===== src/serial_port_pkg.sv =====
package serial_port_pkg;
    localparam logic [7:0] SERIAL_CONTROL_ADDR  = 8'h98;
    localparam logic [7:0] SERIAL_BUFFER_ADDR   = 8'h99;
    localparam logic [7:0] SERIAL_CONTROL_RESET = 8'h00;
    localparam logic [7:0] BUFFER_RESET         = 8'h00;
    localparam int CTL_MODE_HI = 7;
    localparam int CTL_MODE_LO = 6;
    localparam int CTL_SPEED   = 5;
    localparam int CTL_REN     = 4;
    localparam int CTL_RB8     = 2;
    localparam int CTL_TI      = 1;
    localparam int CTL_RI      = 0;
    localparam logic [3:0] M0_SLOW_DIV   = 4'hC;
    localparam logic [3:0] M0_FAST_DIV   = 4'h4;
    localparam logic [3:0] T1_SLOW_PRE   = 4'hC;
    localparam logic [3:0] T1_FAST_PRE   = 4'h4;
    localparam logic [2:0] MACHINE_CLKS  = 3'h4;
    localparam logic [3:0] OVERSAMPLE_LAST = 4'hF;
    localparam logic [3:0] SAMPLE_A      = 4'h7;
    localparam logic [3:0] SAMPLE_C      = 4'h9;
    localparam logic [3:0] DATA_LAST_BIT = 4'h7;
    localparam logic [3:0] FRAME_LAST_BIT = 4'h9;
    localparam logic [15:0] T2_MAX       = 16'hFFFF;
    localparam int DATA_W     = 8;
    localparam int FIFO_DEPTH = 4;

    typedef struct packed {
        logic [7:0] addr;
        logic       wr;
        logic       rd;
        logic [7:0] wdata;
    } sfr_req_s;

    typedef struct packed {
        logic       t1_overflow;
        logic       baud_doubler;
        logic       timer1_fast_clock_select;
        logic       tx_timer2_select;
        logic       rx_timer2_select;
        logic       timer2_run;
        logic [7:0] reload_high_byte;
        logic [7:0] reload_low_byte;
    } baud_ctl_s;

    typedef enum logic [3:0] {TX_IDLE = 4'b0001, TX_M0 = 4'b0010, TX_WAIT = 4'b0100, TX_M1 = 4'b1000} tx_state_e;
    typedef enum logic [3:0] {RX_IDLE = 4'b0001, RX_M0 = 4'b0010, RX_WAIT = 4'b0100, RX_M1 = 4'b1000} rx_state_e;
endpackage


===== src/serial_port.sv =====
`timescale 1ns/1ps
module byte_fifo #(
    parameter int WIDTH = 8,
    parameter int DEPTH = 4
) (
    input  wire logic             clock,
    input  wire logic             rst_n,
    input  wire logic             in_valid,
    output logic                  in_ready,
    input  wire logic [WIDTH-1:0] in_data,
    output logic                  out_valid,
    input  wire logic             out_ready,
    output logic      [WIDTH-1:0] out_data
);
    localparam int AW = $clog2(DEPTH);
    logic [WIDTH-1:0] mem [DEPTH];
    logic [AW-1:0]    wptr_reg;
    logic [AW-1:0]    rptr_reg;
    logic [AW:0]      count_reg;
    logic             push;
    logic             pop;

    assign in_ready  = (count_reg != (AW+1)'(DEPTH));
    assign out_valid = (count_reg != '0);
    assign out_data  = mem[rptr_reg];
    assign push      = in_valid && in_ready;
    assign pop       = out_valid && out_ready;

    always_ff @(posedge clock) begin
        if (push) begin
            mem[wptr_reg] <= in_data;
        end
    end

    always_ff @(posedge clock or negedge rst_n) begin
        if (!rst_n) begin
            wptr_reg  <= '0;
            rptr_reg  <= '0;
            count_reg <= '0;
        end else begin
            wptr_reg  <= push ? wptr_reg + 1'b1 : wptr_reg;
            rptr_reg  <= pop ? rptr_reg + 1'b1 : rptr_reg;
            count_reg <= count_reg + (AW+1)'(push) - (AW+1)'(pop);
        end
    end
endmodule // byte_fifo

module serial_port (
    input  wire logic                      clock,
    input  wire logic                      arst_n,
    input  wire serial_port_pkg::sfr_req_s sfr_req,
    output logic                     [7:0] sfr_rdata,
    input  wire serial_port_pkg::baud_ctl_s baud_ctl,
    input  wire logic                      serial_data_in,
    output logic                           serial_data_out,
    output logic                           serial_data_oe_n,
    output logic                           serial_out_pin,
    output logic                           t1_count_tick,
    output logic                           timer2_overflow_flag_enable,
    output logic                           timer2_ext_reload_enable
);
    import serial_port_pkg::*;

    logic        rst_meta_reg, rst_n;
    logic [7:0]  control_reg, rx_hold_reg, rdata_reg;
    tx_state_e   tx_state_reg;
    rx_state_e   rx_state_reg;
    logic [3:0]  tx_cnt_reg, tx_bit_reg, tx_div_reg, rx_cnt_reg, rx_bit_reg, t1_pre_reg;
    logic [9:0]  tx_shift_reg;
    logic [7:0]  rx_shift_reg;
    logic [1:0]  rx_samp_reg;
    logic [2:0]  wait_reg;
    logic        rx_prev_reg, t1_half_reg, t2_phase_reg, t2_ovf_reg, t1_tick_reg;
    logic        t2_norm_reg, sdo_reg, oe_n_reg, sop_reg;
    logic [15:0] t2_count_reg;
    logic        mode0, mode1, t2_baud, t1_baud_tick, tx_tick, rx_tick;
    logic [3:0]  m0_div, m0_half;
    logic        wr_ctl, wr_buf, fifo_ready, fifo_valid, fifo_pop, ti_set, ri_set, rb8_val, maj, clk_low;
    logic [7:0]  fifo_data;

    always_ff @(posedge clock or negedge arst_n) begin
        if (!arst_n) begin
            rst_meta_reg <= 1'b0;
            rst_n        <= 1'b0;
        end else begin
            rst_meta_reg <= 1'b1;
            rst_n        <= rst_meta_reg;
        end
    end

    assign mode0   = control_reg[CTL_MODE_HI:CTL_MODE_LO] == 2'b00;
    assign mode1   = control_reg[CTL_MODE_HI:CTL_MODE_LO] == 2'b01;
    assign m0_div  = control_reg[CTL_SPEED] ? M0_FAST_DIV : M0_SLOW_DIV;
    assign m0_half = m0_div >> 1;
    assign wr_ctl  = sfr_req.wr && (sfr_req.addr == SERIAL_CONTROL_ADDR);
    assign wr_buf  = sfr_req.wr && (sfr_req.addr == SERIAL_BUFFER_ADDR);

    // ----------------------------------------
    // Baud generation
    // ----------------------------------------
    assign t2_baud = baud_ctl.tx_timer2_select || baud_ctl.rx_timer2_select;
    assign t1_baud_tick = baud_ctl.t1_overflow && (baud_ctl.baud_doubler || t1_half_reg);
    assign tx_tick = baud_ctl.tx_timer2_select ? t2_ovf_reg : t1_baud_tick;
    assign rx_tick = baud_ctl.rx_timer2_select ? t2_ovf_reg : t1_baud_tick;

    always_ff @(posedge clock or negedge rst_n) begin
        if (!rst_n) begin
            t1_pre_reg  <= '0;
            t1_tick_reg <= 1'b0;
            t1_half_reg <= 1'b0;
        end else begin
            t1_tick_reg <= t1_pre_reg == '0;
            if (t1_pre_reg == '0) begin
                t1_pre_reg <= (baud_ctl.timer1_fast_clock_select ? T1_FAST_PRE : T1_SLOW_PRE) - 4'h1;
            end else begin
                t1_pre_reg <= t1_pre_reg - 4'h1;
            end
            if (baud_ctl.t1_overflow) begin
                t1_half_reg <= !t1_half_reg;
            end
        end
    end

    always_ff @(posedge clock or negedge rst_n) begin
        if (!rst_n) begin
            t2_count_reg <= '0;
            t2_phase_reg <= 1'b0;
            t2_ovf_reg   <= 1'b0;
            t2_norm_reg  <= 1'b1;
        end else begin
            t2_norm_reg  <= !t2_baud;
            t2_ovf_reg   <= 1'b0;
            t2_phase_reg <= t2_baud && baud_ctl.timer2_run && !t2_phase_reg;
            if (!t2_baud || !baud_ctl.timer2_run) begin
                t2_count_reg <= {baud_ctl.reload_high_byte, baud_ctl.reload_low_byte};
            end else if (t2_phase_reg) begin
                if (t2_count_reg == T2_MAX) begin
                    t2_count_reg <= {baud_ctl.reload_high_byte, baud_ctl.reload_low_byte};
                    t2_ovf_reg   <= 1'b1;
                end else begin
                    t2_count_reg <= t2_count_reg + 16'h1;
                end
            end
        end
    end

    // ----------------------------------------
    // Transmitter
    // ----------------------------------------
    // buffer writes feed the transmit path.
    byte_fifo #(.WIDTH(DATA_W), .DEPTH(FIFO_DEPTH)) tx_fifo (
        .clock(clock), .rst_n(rst_n), .in_valid(wr_buf), .in_ready(fifo_ready), .in_data(sfr_req.wdata),
        .out_valid(fifo_valid), .out_ready(fifo_pop), .out_data(fifo_data)
    );
    assign fifo_pop = (tx_state_reg == TX_IDLE) && ((mode0 && rx_state_reg == RX_IDLE) || mode1);
    assign ti_set   = ((tx_state_reg == TX_M0) && tx_cnt_reg == m0_div - 4'h1 && tx_bit_reg == DATA_LAST_BIT)
                   || ((tx_state_reg == TX_M1) && tx_tick && tx_div_reg == OVERSAMPLE_LAST
                       && tx_bit_reg == FRAME_LAST_BIT);

    always_ff @(posedge clock or negedge rst_n) begin
        if (!rst_n) begin
            tx_state_reg <= TX_IDLE;
            tx_cnt_reg   <= '0;
            tx_bit_reg   <= '0;
            tx_div_reg   <= '0;
            tx_shift_reg <= '1;
        end else begin
            if (tx_tick) begin
                tx_div_reg <= tx_div_reg + 4'h1;
            end
            case (tx_state_reg)
                TX_IDLE: begin
                    tx_cnt_reg <= '0;
                    tx_bit_reg <= '0;
                    if (fifo_valid && fifo_pop) begin
                        tx_shift_reg <= mode0 ? {2'b11, fifo_data} : {1'b1, fifo_data, 1'b0};
                        tx_state_reg <= mode0 ? TX_M0 : TX_WAIT;
                    end
                end
                TX_M0: begin
                    tx_cnt_reg <= tx_cnt_reg + 4'h1;
                    if (tx_cnt_reg == m0_div - 4'h1) begin
                        tx_cnt_reg   <= '0;
                        tx_bit_reg   <= tx_bit_reg + 4'h1;
                        tx_shift_reg <= {1'b1, tx_shift_reg[9:1]};
                        if (tx_bit_reg == DATA_LAST_BIT) begin
                            tx_state_reg <= TX_IDLE;
                        end
                    end
                end
                TX_WAIT: begin
                    if (tx_tick && tx_div_reg == OVERSAMPLE_LAST) begin
                        tx_state_reg <= TX_M1;
                    end
                end
                TX_M1: begin
                    if (tx_tick && tx_div_reg == OVERSAMPLE_LAST) begin
                        tx_bit_reg   <= tx_bit_reg + 4'h1;
                        tx_shift_reg <= {1'b1, tx_shift_reg[9:1]};
                        if (tx_bit_reg == FRAME_LAST_BIT) begin
                            tx_state_reg <= TX_IDLE;
                        end
                    end
                end
                default: tx_state_reg <= TX_IDLE;
            endcase
        end
    end

    // ----------------------------------------
    // Receiver
    // ----------------------------------------
    assign maj    = (rx_samp_reg[1] & rx_samp_reg[0]) | (rx_samp_reg[1] & serial_data_in)
                  | (rx_samp_reg[0] & serial_data_in);
    assign rb8_val = maj;
    assign ri_set = ((rx_state_reg == RX_WAIT) && wait_reg == MACHINE_CLKS - 3'h1)
                 || ((rx_state_reg == RX_M1) && rx_tick && rx_cnt_reg == SAMPLE_C && rx_bit_reg == FRAME_LAST_BIT
                     && !control_reg[CTL_RI] && (!control_reg[CTL_SPEED] || maj));

    always_ff @(posedge clock or negedge rst_n) begin
        if (!rst_n) begin
            rx_state_reg <= RX_IDLE;
            rx_cnt_reg   <= '0;
            rx_bit_reg   <= '0;
            rx_shift_reg <= '0;
            rx_samp_reg  <= '0;
            rx_prev_reg  <= 1'b1;
            wait_reg     <= '0;
            rx_hold_reg  <= BUFFER_RESET;
        end else begin
            if (rx_tick) begin
                rx_prev_reg <= serial_data_in;
            end
            case (rx_state_reg)
                RX_IDLE: begin
                    rx_cnt_reg <= '0;
                    rx_bit_reg <= '0;
                    wait_reg   <= '0;
                    if (mode0 && control_reg[CTL_REN] && !control_reg[CTL_RI] && tx_state_reg == TX_IDLE
                        && !fifo_valid) begin
                        rx_state_reg <= RX_M0;
                    end else if (mode1 && control_reg[CTL_REN] && rx_tick && rx_prev_reg && !serial_data_in) begin
                        rx_state_reg <= RX_M1;
                    end
                end
                RX_M0: begin
                    rx_cnt_reg <= rx_cnt_reg + 4'h1;
                    if (rx_cnt_reg == m0_half) begin
                        rx_shift_reg <= {serial_data_in, rx_shift_reg[7:1]};
                    end
                    if (rx_cnt_reg == m0_div - 4'h1) begin
                        rx_cnt_reg <= '0;
                        rx_bit_reg <= rx_bit_reg + 4'h1;
                        if (rx_bit_reg == DATA_LAST_BIT) begin
                            rx_state_reg <= RX_WAIT;
                        end
                    end
                end
                RX_WAIT: begin
                    wait_reg <= wait_reg + 3'h1;
                    if (ri_set) begin
                        rx_hold_reg  <= rx_shift_reg;
                        rx_state_reg <= RX_IDLE;
                    end
                end
                RX_M1: begin
                    if (rx_tick) begin
                        rx_cnt_reg <= rx_cnt_reg + 4'h1;
                        if (rx_cnt_reg >= SAMPLE_A && rx_cnt_reg < SAMPLE_C) begin
                            rx_samp_reg <= {rx_samp_reg[0], serial_data_in};
                        end
                        if (rx_cnt_reg == SAMPLE_C) begin
                            rx_bit_reg <= rx_bit_reg + 4'h1;
                            if (rx_bit_reg == '0 && maj) begin
                                rx_state_reg <= RX_IDLE;
                            end else if (rx_bit_reg == FRAME_LAST_BIT) begin
                                if (ri_set) begin
                                    rx_hold_reg <= rx_shift_reg;
                                end
                                rx_state_reg <= RX_IDLE;
                            end else if (rx_bit_reg != '0) begin
                                rx_shift_reg <= {maj, rx_shift_reg[7:1]};
                            end
                        end
                        if (rx_cnt_reg == OVERSAMPLE_LAST) begin
                            rx_cnt_reg <= '0;
                        end
                    end
                end
                default: rx_state_reg <= RX_IDLE;
            endcase
        end
    end

    // ----------------------------------------
    // Registers and pins
    // ----------------------------------------
    assign clk_low = ((tx_state_reg == TX_M0) && tx_cnt_reg < m0_half)
                  || ((rx_state_reg == RX_M0) && rx_cnt_reg < m0_half);

    always_ff @(posedge clock or negedge rst_n) begin
        if (!rst_n) begin
            control_reg <= SERIAL_CONTROL_RESET;
            rdata_reg   <= '0;
        end else begin
            if (wr_ctl) begin
                control_reg <= sfr_req.wdata;
            end
            // A hardware set wins over a same-cycle clear.
            if (ti_set) begin
                control_reg[CTL_TI] <= 1'b1;
            end
            if (ri_set) begin
                control_reg[CTL_RI] <= 1'b1;
                if (rx_state_reg == RX_M1) begin
                    control_reg[CTL_RB8] <= rb8_val;
                end
            end
            if (sfr_req.rd) begin
                if (sfr_req.addr == SERIAL_CONTROL_ADDR) begin
                    rdata_reg <= control_reg;
                end else if (sfr_req.addr == SERIAL_BUFFER_ADDR) begin
                    rdata_reg <= rx_hold_reg;
                end else begin
                    rdata_reg <= '0;
                end
            end
        end
    end

    always_ff @(posedge clock or negedge rst_n) begin
        if (!rst_n) begin
            sdo_reg  <= 1'b1;
            oe_n_reg <= 1'b1;
            sop_reg  <= 1'b1;
        end else begin
            // mode 0: clock on out pin, data on data pin.
            sdo_reg  <= tx_shift_reg[0];
            oe_n_reg <= tx_state_reg != TX_M0;
            // mode 0 drives its own shift clock.
            sop_reg  <= mode0 ? !clk_low : ((tx_state_reg == TX_M1) ? tx_shift_reg[0] : 1'b1);
        end
    end

    assign sfr_rdata                   = rdata_reg;
    assign serial_data_out             = sdo_reg;
    assign serial_data_oe_n            = oe_n_reg;
    assign serial_out_pin              = sop_reg;
    assign t1_count_tick               = t1_tick_reg;
    assign timer2_overflow_flag_enable = t2_norm_reg;
    assign timer2_ext_reload_enable    = t2_norm_reg;

    // ----------------------------------------
    // Assertions
    // ----------------------------------------
    property p_m0_tx_drives;
        @(posedge clock) disable iff (!rst_n) (tx_state_reg == TX_M0) |=> !serial_data_oe_n;
    endproperty
    a_m0_tx_drives: assert property (p_m0_tx_drives) else $error("data pin not driven in mode 0 send");

    property p_m0_rx_releases;
        @(posedge clock) disable iff (!rst_n) (rx_state_reg == RX_M0) |=> serial_data_oe_n;
    endproperty
    a_m0_rx_releases: assert property (p_m0_rx_releases) else $error("data pin driven in mode 0 receive");

    property p_ri_after_wait;
        @(posedge clock) disable iff (!rst_n) $rose(rx_state_reg == RX_WAIT) |-> ##4 control_reg[CTL_RI];
    endproperty
    a_ri_after_wait: assert property (p_ri_after_wait) else $error("done flag late after eighth bit");

    property p_ri_halts_m0;
        @(posedge clock) disable iff (!rst_n)
            (control_reg[CTL_RI] && rx_state_reg == RX_IDLE) |=> (rx_state_reg != RX_M0);
    endproperty
    a_ri_halts_m0: assert property (p_ri_halts_m0) else $error("receive restarted while done flag set");

    property p_t2_block;
        @(posedge clock) disable iff (!rst_n) t2_baud |=> !timer2_overflow_flag_enable && !timer2_ext_reload_enable;
    endproperty
    a_t2_block: assert property (p_t2_block) else $error("timer 2 flag not blocked in baud mode");

    property p_t1_fast_pre;
        @(posedge clock) disable iff (!rst_n)
            ($rose(t1_count_tick) && baud_ctl.timer1_fast_clock_select && $past(baud_ctl.timer1_fast_clock_select))
            |=> (!t1_count_tick)[*3] ##1 t1_count_tick;
    endproperty
    a_t1_fast_pre: assert property (p_t1_fast_pre) else $error("timer 1 prescale not four");

    property p_read_hold;
        @(posedge clock) disable iff (!rst_n)
            (sfr_req.rd && sfr_req.addr == SERIAL_BUFFER_ADDR) |=> sfr_rdata == $past(rx_hold_reg);
    endproperty
    a_read_hold: assert property (p_read_hold) else $error("buffer read not from holding register");

    property p_hold_with_ri;
        @(posedge clock) disable iff (!rst_n) $changed(rx_hold_reg) |-> $rose(control_reg[CTL_RI]);
    endproperty
    a_hold_with_ri: assert property (p_hold_with_ri) else $error("holding register changed without done flag");

    c_m0_tx: cover property (@(posedge clock) disable iff (!rst_n) $rose(control_reg[CTL_TI]) && mode0);
    c_m0_rx: cover property (@(posedge clock) disable iff (!rst_n) $rose(control_reg[CTL_RI]) && mode0);
    c_m1_rx: cover property (@(posedge clock) disable iff (!rst_n) $rose(control_reg[CTL_RI]) && mode1);
endmodule // serial_port


===== config.mk =====
export PLATFORM = sky130hd
export DESIGN_NAME = serial_port
export DESIGN_NICKNAME = d
export VERILOG_FILES = /design/src/serial_port_pkg.sv /design/src/serial_port.sv
export SDC_FILE = /design/constraint.sdc
export NUM_CORES = 1
export LEC_CHECK = 0
export ABC_AREA = 0
export BUFFER_PORTS_ARGS = -buffer_cell sky130_fd_sc_hd__buf_2
export CAP_MARGIN = 20
export CORE_MARGIN = 3
export CORE_UTILIZATION = 55
export DETAILED_ROUTE_END_ITERATION = 10
export GPL_TIMING_DRIVEN = 0
export HOLD_SLACK_MARGIN = 0.05
export PLACE_DENSITY = 0.8
export SYNTH_ARGS = -nofsm -noshare
export SYNTH_HDL_FRONTEND = slang
export SYNTH_SLANG_ARGS = --single-unit

===== constraint.sdc =====
create_clock -name clock -period 4.8 [get_ports clock]
set_input_delay 0 -clock clock [delete_from_list [all_inputs] [get_ports clock]]
set_output_delay 0 -clock clock [all_outputs]
set_load 0.05 [all_outputs]

; Word-level counts from Yosys, hierarchy flattened
; Memory sizes are Yosys's and may differ from the RTL's.
; Cells that the tools add are included.
[classes]
add_sub_neg = 14
n_lt_le_gt_ge = 4
eq_ne = 43
mux = 72
bitwise = 5
n_reduce_logical = 73
[op_table]
columns = operator, count
row1 = $mux W4, 27
row2 = $mux W8, 13
row3 = $mux W16, 3
row4 = $pmux W4 S3, 3
row5 = $logic_and A1 B1 Y1, 33
row6 = $pmux W4 S4, 2
row7 = $pmux W8 S2, 2
row8 = $mux W10, 3
row9 = $pmux W10 S3, 1
row10 = $eq A4 B4 Y1 const B, 7
row11 = $ne A2 B2 Y1 const B, 12
row12 = $add A4 B1 Y4 const B, 5
row13 = $add A16 B1 Y16 const B, 1
row14 = $eq A16 B16 Y1 const B, 1
row15 = $eq A4 B3 Y1 const B, 4
row16 = $eq A8 B8 Y1 const B, 2
row17 = $reduce_and A7 Y1, 2
row18 = $reduce_bool A2 Y1, 7
row19 = $mux W1, 13
row20 = $sub A4 B1 Y4 const B, 3
row21 = $logic_not A1 Y1, 9
row22 = $mux W9, 1
row23 = $reduce_bool A3 Y1, 3
row24 = $eq A4 B1 Y1 const B, 2
row25 = other kinds (30), 52
[totals]
register_bits = 113
ramBits = 32
input_bits = 43
out_inout_bits = 14
word_cells = 245
mem_count = 1
[mem_list]
columns = name, depth, width, rd, rd_clocked_by_memory_dff, write_ports, line_no
row1 = tx_fifo.mem, 4, 8, 1, 0, 1, serial_port.sv:16  ; logic [WIDTH-1:0] mem [DEPTH];

; Longest topological paths before layout
[logic_depth]
word_depth = 15
depth_mapped = 9
ltp_nobuf = 8

; Hierarchy
; Synthesis repeated with hierarchy kept, for this count alone.
[unflattened]
cells_unflattened = 619
area_unflattened_um2 = 7215.7
[modules_own_cells]
columns = mod, n_inst, cells_per_inst, area_each_um2, seq_area_each_um2
row1 = serial_port, 1, 536, 5585.4, 2647.5
row2 = byte_fifo, 1, 83, 1630.3, 1136.1

; Worst setup path after synthesis
; Ideal clock, no wire load.
[synth_timing]
kind = register -> register
start = reg tx_state_reg[0]
end = reg tx_fifo.count_reg[2]
setup_time_ns = 0.123
t_arrival_ns = 2.570
required_ns = 4.677
setup_slack_ns = 2.108
path_stages_with_launch = 10
n_path_buf = 1
period_less_slack_ns = 2.692
cell_sequence = dfstp_2 > buf_2 > nor4b_1 > nand2b_1 > nor2_1 > ha_1 > inv_1 > ha_1 > fa_1 > xnor2_1
[synth_via]
elab_chain_len = 4
[synth_rtl]
columns = element, line_no
row1 = start: declaration, serial_port.sv:66  ; tx_state_e tx_state_reg;
row2 = start signal: assignment, serial_port.sv:177  ; tx_state_reg <= mode0 ? TX_M0 : TX_WAIT;
row3 = $eq A4 B1 Y1, serial_port.sv:155  ; assign fifo_pop = (tx_state_reg == TX_IDLE) && ((mode0 && rx_state_reg == RX_IDLE) || mode1);
row4 = $logic_and A1 B1 Y1, serial_port.sv:155
row5 = $logic_and A1 B1 Y1, serial_port.sv:27  ; assign pop = out_valid && out_ready;
row6 = net tx_fifo.pop, serial_port.sv:21  ; logic pop;
row7 = $sub A3 B1 Y3, serial_port.sv:43  ; count_reg <= count_reg + (AW+1)'(push) - (AW+1)'(pop);
row8 = end signal: assignment, serial_port.sv:43
row9 = end: declaration, serial_port.sv:19  ; logic [AW:0] count_reg;
; The timed path passes the listed nets, and every way through them passes these cells.
; A chain may end at the register's enable or synchronous reset.

; Worst setup path after layout
[layout_timing]
start = reg rx_state_reg[0]
end = reg tx_shift_reg[8]
[layout_via]
elab_chain_len = 7
[layout_rtl]
columns = element, line_no
row1 = start: declaration, serial_port.sv:67  ; rx_state_e rx_state_reg;
row2 = start signal: assignment, serial_port.sv:222  ; rx_state_reg <= RX_IDLE;
row3 = start signal: assignment, serial_port.sv:241  ; rx_state_reg <= RX_M0;
row4 = start signal: assignment, serial_port.sv:243  ; rx_state_reg <= RX_M1;
row5 = $eq A4 B1 Y1, serial_port.sv:155
row6 = $logic_and A1 B1 Y1, serial_port.sv:155
row7 = $logic_or A1 B1 Y1, serial_port.sv:155
row8 = $logic_and A1 B1 Y1, serial_port.sv:155
row9 = $logic_and A1 B1 Y1, serial_port.sv:175  ; if (fifo_valid && fifo_pop) begin
row10 = $ne A2 B1 Y1 (no source line), n/a
row11 = $reduce_and A4 Y1 (no source line), n/a
row12 = end signal: assignment, serial_port.sv:176  ; tx_shift_reg <= mode0 ? {2'b11, fifo_data} : {1'b1, fifo_data, 1'b0};
row13 = end signal: assignment, serial_port.sv:185  ; tx_shift_reg <= {1'b1, tx_shift_reg[9:1]};
row14 = end signal: assignment, serial_port.sv:199  ; tx_shift_reg <= {1'b1, tx_shift_reg[9:1]};
row15 = end: declaration, serial_port.sv:69  ; logic [9:0] tx_shift_reg;
; Every way passes these cells.

==> results.md <==
Status:
- The flow ran to the end, and the final reports show no timing, DRC or antenna violations.

Worst hold path:
- The worst hold path was traced through 5 stages.
- The worst hold path endpoint is rx_prev_reg.
- The tightest min-delay check is of the in -> reg type.
- The startpoint identified for the worst hold timing path is baud_ctl[17].

Drt:
- Wire segments on met3 add up to 748 µm in the final route.
- The met2 wire length is 8.71 mm.
- The count of nets left with antenna violations once routing finished came out at 0.
- The highest layer touched by signal routing is met4.
- The wire length per cell is between 15 and 20 µm.
- Summing over every cut layer, the via total after detailed routing is roughly 5400.
- The violation count after the first detailed-routing iteration is between 500 and 600.
- The total wire length is 16.7 mm.
- After detailed routing, the wire length on met1 is 6.91 mm.
- The number of remaining DRC errors is 0.
- The first detailed-routing pass took 5 iterations.
- The number of vias per cell is between 5 and 6.

Setup path:
- The worst flop-to-flop path endpoint is tx_shift_reg[8].
- Of all nets on the critical path, the largest fanout is 10.
- Measured in cells, the most critical reg-to-reg path has a length of 7.
- Walking the worst path, the cells encountered are buf_2 -> nor4b_1 -> buf_2 -> o21bai_1 -> o21ai_0 -> nand3_2 -> mux2_2.
- The launch point of the worst reg-to-reg path is rx_state_reg[0].
- The most numerous cell type found on the critical path is sky130_fd_sc_hd__buf_2.
- The endpoint kind of the worst setup timing path is a flip-flop.
- The most critical setup path has its startpoint at rx_state_reg[0].
- The worst register-to-register path has a setup slack of roughly 1.6 ns.
- The data required time at the worst endpoint is 5.15 ns.
- The critical path is of the reg -> reg type.
- The arrival time at the worst endpoint is between 3 and 4 ns.
- Together, buffers and inverters on the worst path number 2.
- On the critical path, the stage with the largest delay is an instance of sky130_fd_sc_hd__nor4b_1.
- The worst setup path is launched from a flip-flop.
- The cell family contributing the most delay on the critical path is simple AND/OR/NAND/NOR gates.
- The largest single stage delay on the critical path is 0.64 ns.

Pwr:
- In this run the static leakage power is approximately 3.7 nW.
- The share of total power dissipated in the clock network is 33.0%.
- Net switching is 31.6% of the power.
- Power spread over the standard cell area amounts to 486 nW/µm².
- The switching power summed over all nets is ~1.3 mW.
- The internal portion of the total power is around 2.8 mW.
- In this run, the combinational gates consume a little over a quarter of the power.
- The share of total power dissipated in sequential elements is slightly below 40%.
- The design draws approximately 4.2 mW.
- VDD sags by at most 0.285 mV.

Place:
- In this run the cell area measured after placement is 7630 µm².
- The half-perimeter wire length after detailed placement is between 10 and 15 mm.
- Counting tap cells, the placed design contains a total of between 800 and 900 instances.
- The count of buffers inserted at the top-level ports is between 50 and 60.
- The congestion estimate from routability-driven global placement came to 0.906.
- Prior to clock tree synthesis, the placed netlist has a worst setup slack of approximately 1.8 ns.

STA:
- Setup repair after global routing left no endpoint under its margin.
- The post-route clock period utilization is around two thirds.
- After routing, the total negative slack on setup checks comes to 0 ns.
- The clock skew is about 0.013 ns.
- For the pin with the worst max-slew slack, the measured transition is 1.01 ns.
- Setup violations remaining at the end of the flow were counted as 0.
- The count of pins over their slew limit was 0.
- The final hold violation count was 0.
- Based on the critical path, the design can be clocked at up to about 310 MHz.
- Setup slack on the critical path of the routed design comes to 1.59 ns.
- Across all hold checks on the routed design, the worst slack comes to 0.128 ns.
- The normalized max-slew margin is 32.8%.
- After layout, the minimum clock period comes to 3.21 ns.

CTS:
- No sink is reached through more buffers than the 2 on the longest clock path.
- After clock tree synthesis, the clock-pin slew on the worst setup and hold paths is 0.06 ns.
- The root buffer selected by CTS is sky130_fd_sc_hd__clkbuf_16.
- Buffers added to address setup during post-CTS repair amount to 0.
- The TritonCTS clock tree is yes.
- For the worst-skew pair, the clock arrives at the later sink with an insertion delay of about 0.43 ns.
- The H-tree generated during clock tree synthesis spans 4 levels.
- The clock net in this run drives a total of about 140 sinks.
- Once the clock tree was built, the resizer swapped 0 gates to a different size.
- In this run, post-CTS hold repair placed 33 buffers.
- The number of CTS-inserted buffers is 17.

Die:
- The die is 120 µm tall.
- For this configuration, the core starts out at a cell density of between 50% and 60%.
- The placement row count is 40.
- The floorplan step defined a die boundary enclosing approximately 14000 µm².
- In this run the count of I/O pins placed on the die edge is 57.
- The floorplan die width is between 100 and 150 µm.
- The core region area is 12300 µm².

Global routing:
- The largest net degree at the start of global routing is 65.
- The initial antenna violation count came to 0.
- Global routing finished with a remaining overflow of 0.
- The number of global-route vias before repair is between 5000 and 6000.
- The first global-routing pass estimated approximately 27 mm of wire.
- The overall global routing resource usage is a little under a quarter.

Synthesis:
- The number of unique standard cell types used by synthesis is roughly 70.
- Among all flip-flop cells after synthesis, the most frequent one is sky130_fd_sc_hd__dfrtp_1.
- Synthesis handed over a netlist of 632 instances.
- The synthesized netlist net count is ~700.
- Yosys mapped a number of flops with a built-in enable equal to 32.
- The Yosys step of the flow raised 0 warnings.
- The number of register bits inferred by synthesis is around 140.
- The share of async-settable or async-resettable flops after synthesis is ~78%.
- The netlist area before placement is a little over 7000 µm².
- The mean instance size in the synthesized netlist is 11.2 µm².
- The post-synthesis sequential area ratio is between 50% and 60%.

Final layout:
- The number of standard cells in the layout, taps in and fillers out is a little over 900.
- The filler cells instantiated in the layout total about 840.
- The area growth from synthesis to layout is 20.8%.
- The number of nets at the end of the flow is 810.
- The cell area after layout is around 8600 µm².
- Of the cells placed in the final design, the portion with a size suffix greater than 1 is 21.8%.
- The core occupancy in the finished layout is 69.7%.
- The count of inserted antenna diode cells is 0.
- The number of flip-flops under the largest register name is 32.

Job:
- The count of max-cap constraint violations is 0.
power groups by stage:
stage	logic (mW)	clock network (mW)	registers (mW)
after floorplan	0.787	0	1.68
after global placement	1.02	0	1.66
after detailed placement	1.09	0	1.67
after CTS	1.13	1.39	1.65
after global routing	1.25	1.44	1.68
final	1.14	1.37	1.65
cells in the final DEF, fill, tap and decap left out, drive strengths merged, types with 10 or more instances in the layout:
cell type,netlist,final
clkbuf,14,40
nor3,11,11
nand2,61,61
mux2,36,36
ha,23,23
dlygate4sd3,0,33
a22oi,10,10
dfrtp,96,96
xnor2,10,10
buf,11,68
nand3,23,23
mux2i,19,19
inv,29,29
o21ai,43,43
a21oi,31,31
nor2,34,34
nand4,11,11
edfxtp,32,32
dfstp,16,16
worst register-to-register path, cell delays in order, from the launching register on:
cell and delay, ns:
sky130_fd_sc_hd__dfstp_2 0.52, sky130_fd_sc_hd__buf_2 0.18, sky130_fd_sc_hd__nor4b_1 0.64, sky130_fd_sc_hd__buf_2 0.29, sky130_fd_sc_hd__o21bai_1 0.09, sky130_fd_sc_hd__o21ai_0 0.59
sky130_fd_sc_hd__nand3_2 0.42, sky130_fd_sc_hd__mux2_2 0.40
layer usage:
layer / vias up / global-route usage [%]
li1: 2523 / -
met1: 2701 / 29.3
met5: - / 0
met3: 39 / 5.66
met2: 184 / 41.2
met4: 0 / 8.73
worst max path at each step:
stage / to / slack, ns / cells past startpoint
after floorplan: control_reg[0] / 1.48 / 0
after global placement: tx_bit_reg[2] / 0.31 / 0
after detailed placement: tx_shift_reg[8] / 1.79 / 7
after CTS: tx_fifo.count_reg[2] / 1.76 / 9
after global routing: tx_shift_reg[5] / 1.53 / 7
final: tx_shift_reg[8] / 1.59 / 7
cells by family (layout without fill, tap and decap cells):
family | Yosys count | after routing | synth area share [%]
buf+inv | 54 | 178 | 3.12
mux | 63 | 63 | 10.9
simple gates | 196 | 196 | 14.2
xor+xnor | 14 | 14 | 1.73
flops | 144 | 144 | 53.3
fa+ha+maj | 25 | 25 | 4.47
other cells | 1 | 1 | 0.0528
compound gates | 135 | 135 | 12.2
area by class of cell:
type | instances | area [µm²] | share of cell area [%]
buffer | 25 | 113 | 1.31
timing repair buffer | 92 | 648 | 7.55
clock inverter | 8 | 129 | 1.50
multi-input combinational | 434 | 3110 | 36.2
clock buffer | 24 | 483 | 5.63
tap | 168 | 210 | 2.45
sequential | 144 | 3790 | 44.1
inverter | 29 | 109 | 1.27
synth_stat cells (all sizes together), types with 2 or more instances:
library cell	number	area, µm²
dfrtp	96	2400
nand2	61	229
o21ai	43	215
mux2	36	405
nor2	34	128
edfxtp	32	961
a21oi	31	155
inv	29	109
ha	23	288
nand3	23	120
mux2i	19	190
dfstp	16	420
clkbuf	14	52.6
buf	11	60.1
nand4	11	68.8
nor3	11	55.1
a22oi	10	75.1
xnor2	10	87.6
mux4	8	180
nand2b	8	50.1
nand3b	8	60.1
nor4b	7	61.3
o21a	7	52.6
and2	6	37.5
and3	6	37.5
o22a	6	52.6
a31oi	5	31.3
o211ai	4	30.0
o22ai	4	25.0
xor2	4	35.0
a2111oi	3	45.1
a21o	3	22.5
or2	3	18.8
or3	3	18.8
or4	3	26.3
or4b	3	30.0
a22o	2	17.5
a311oi	2	17.5
and4	2	17.5
nor2b	2	12.5
nor3b	2	15.0
o31ai	2	15.0
Power figures use the tool's default switching activity.
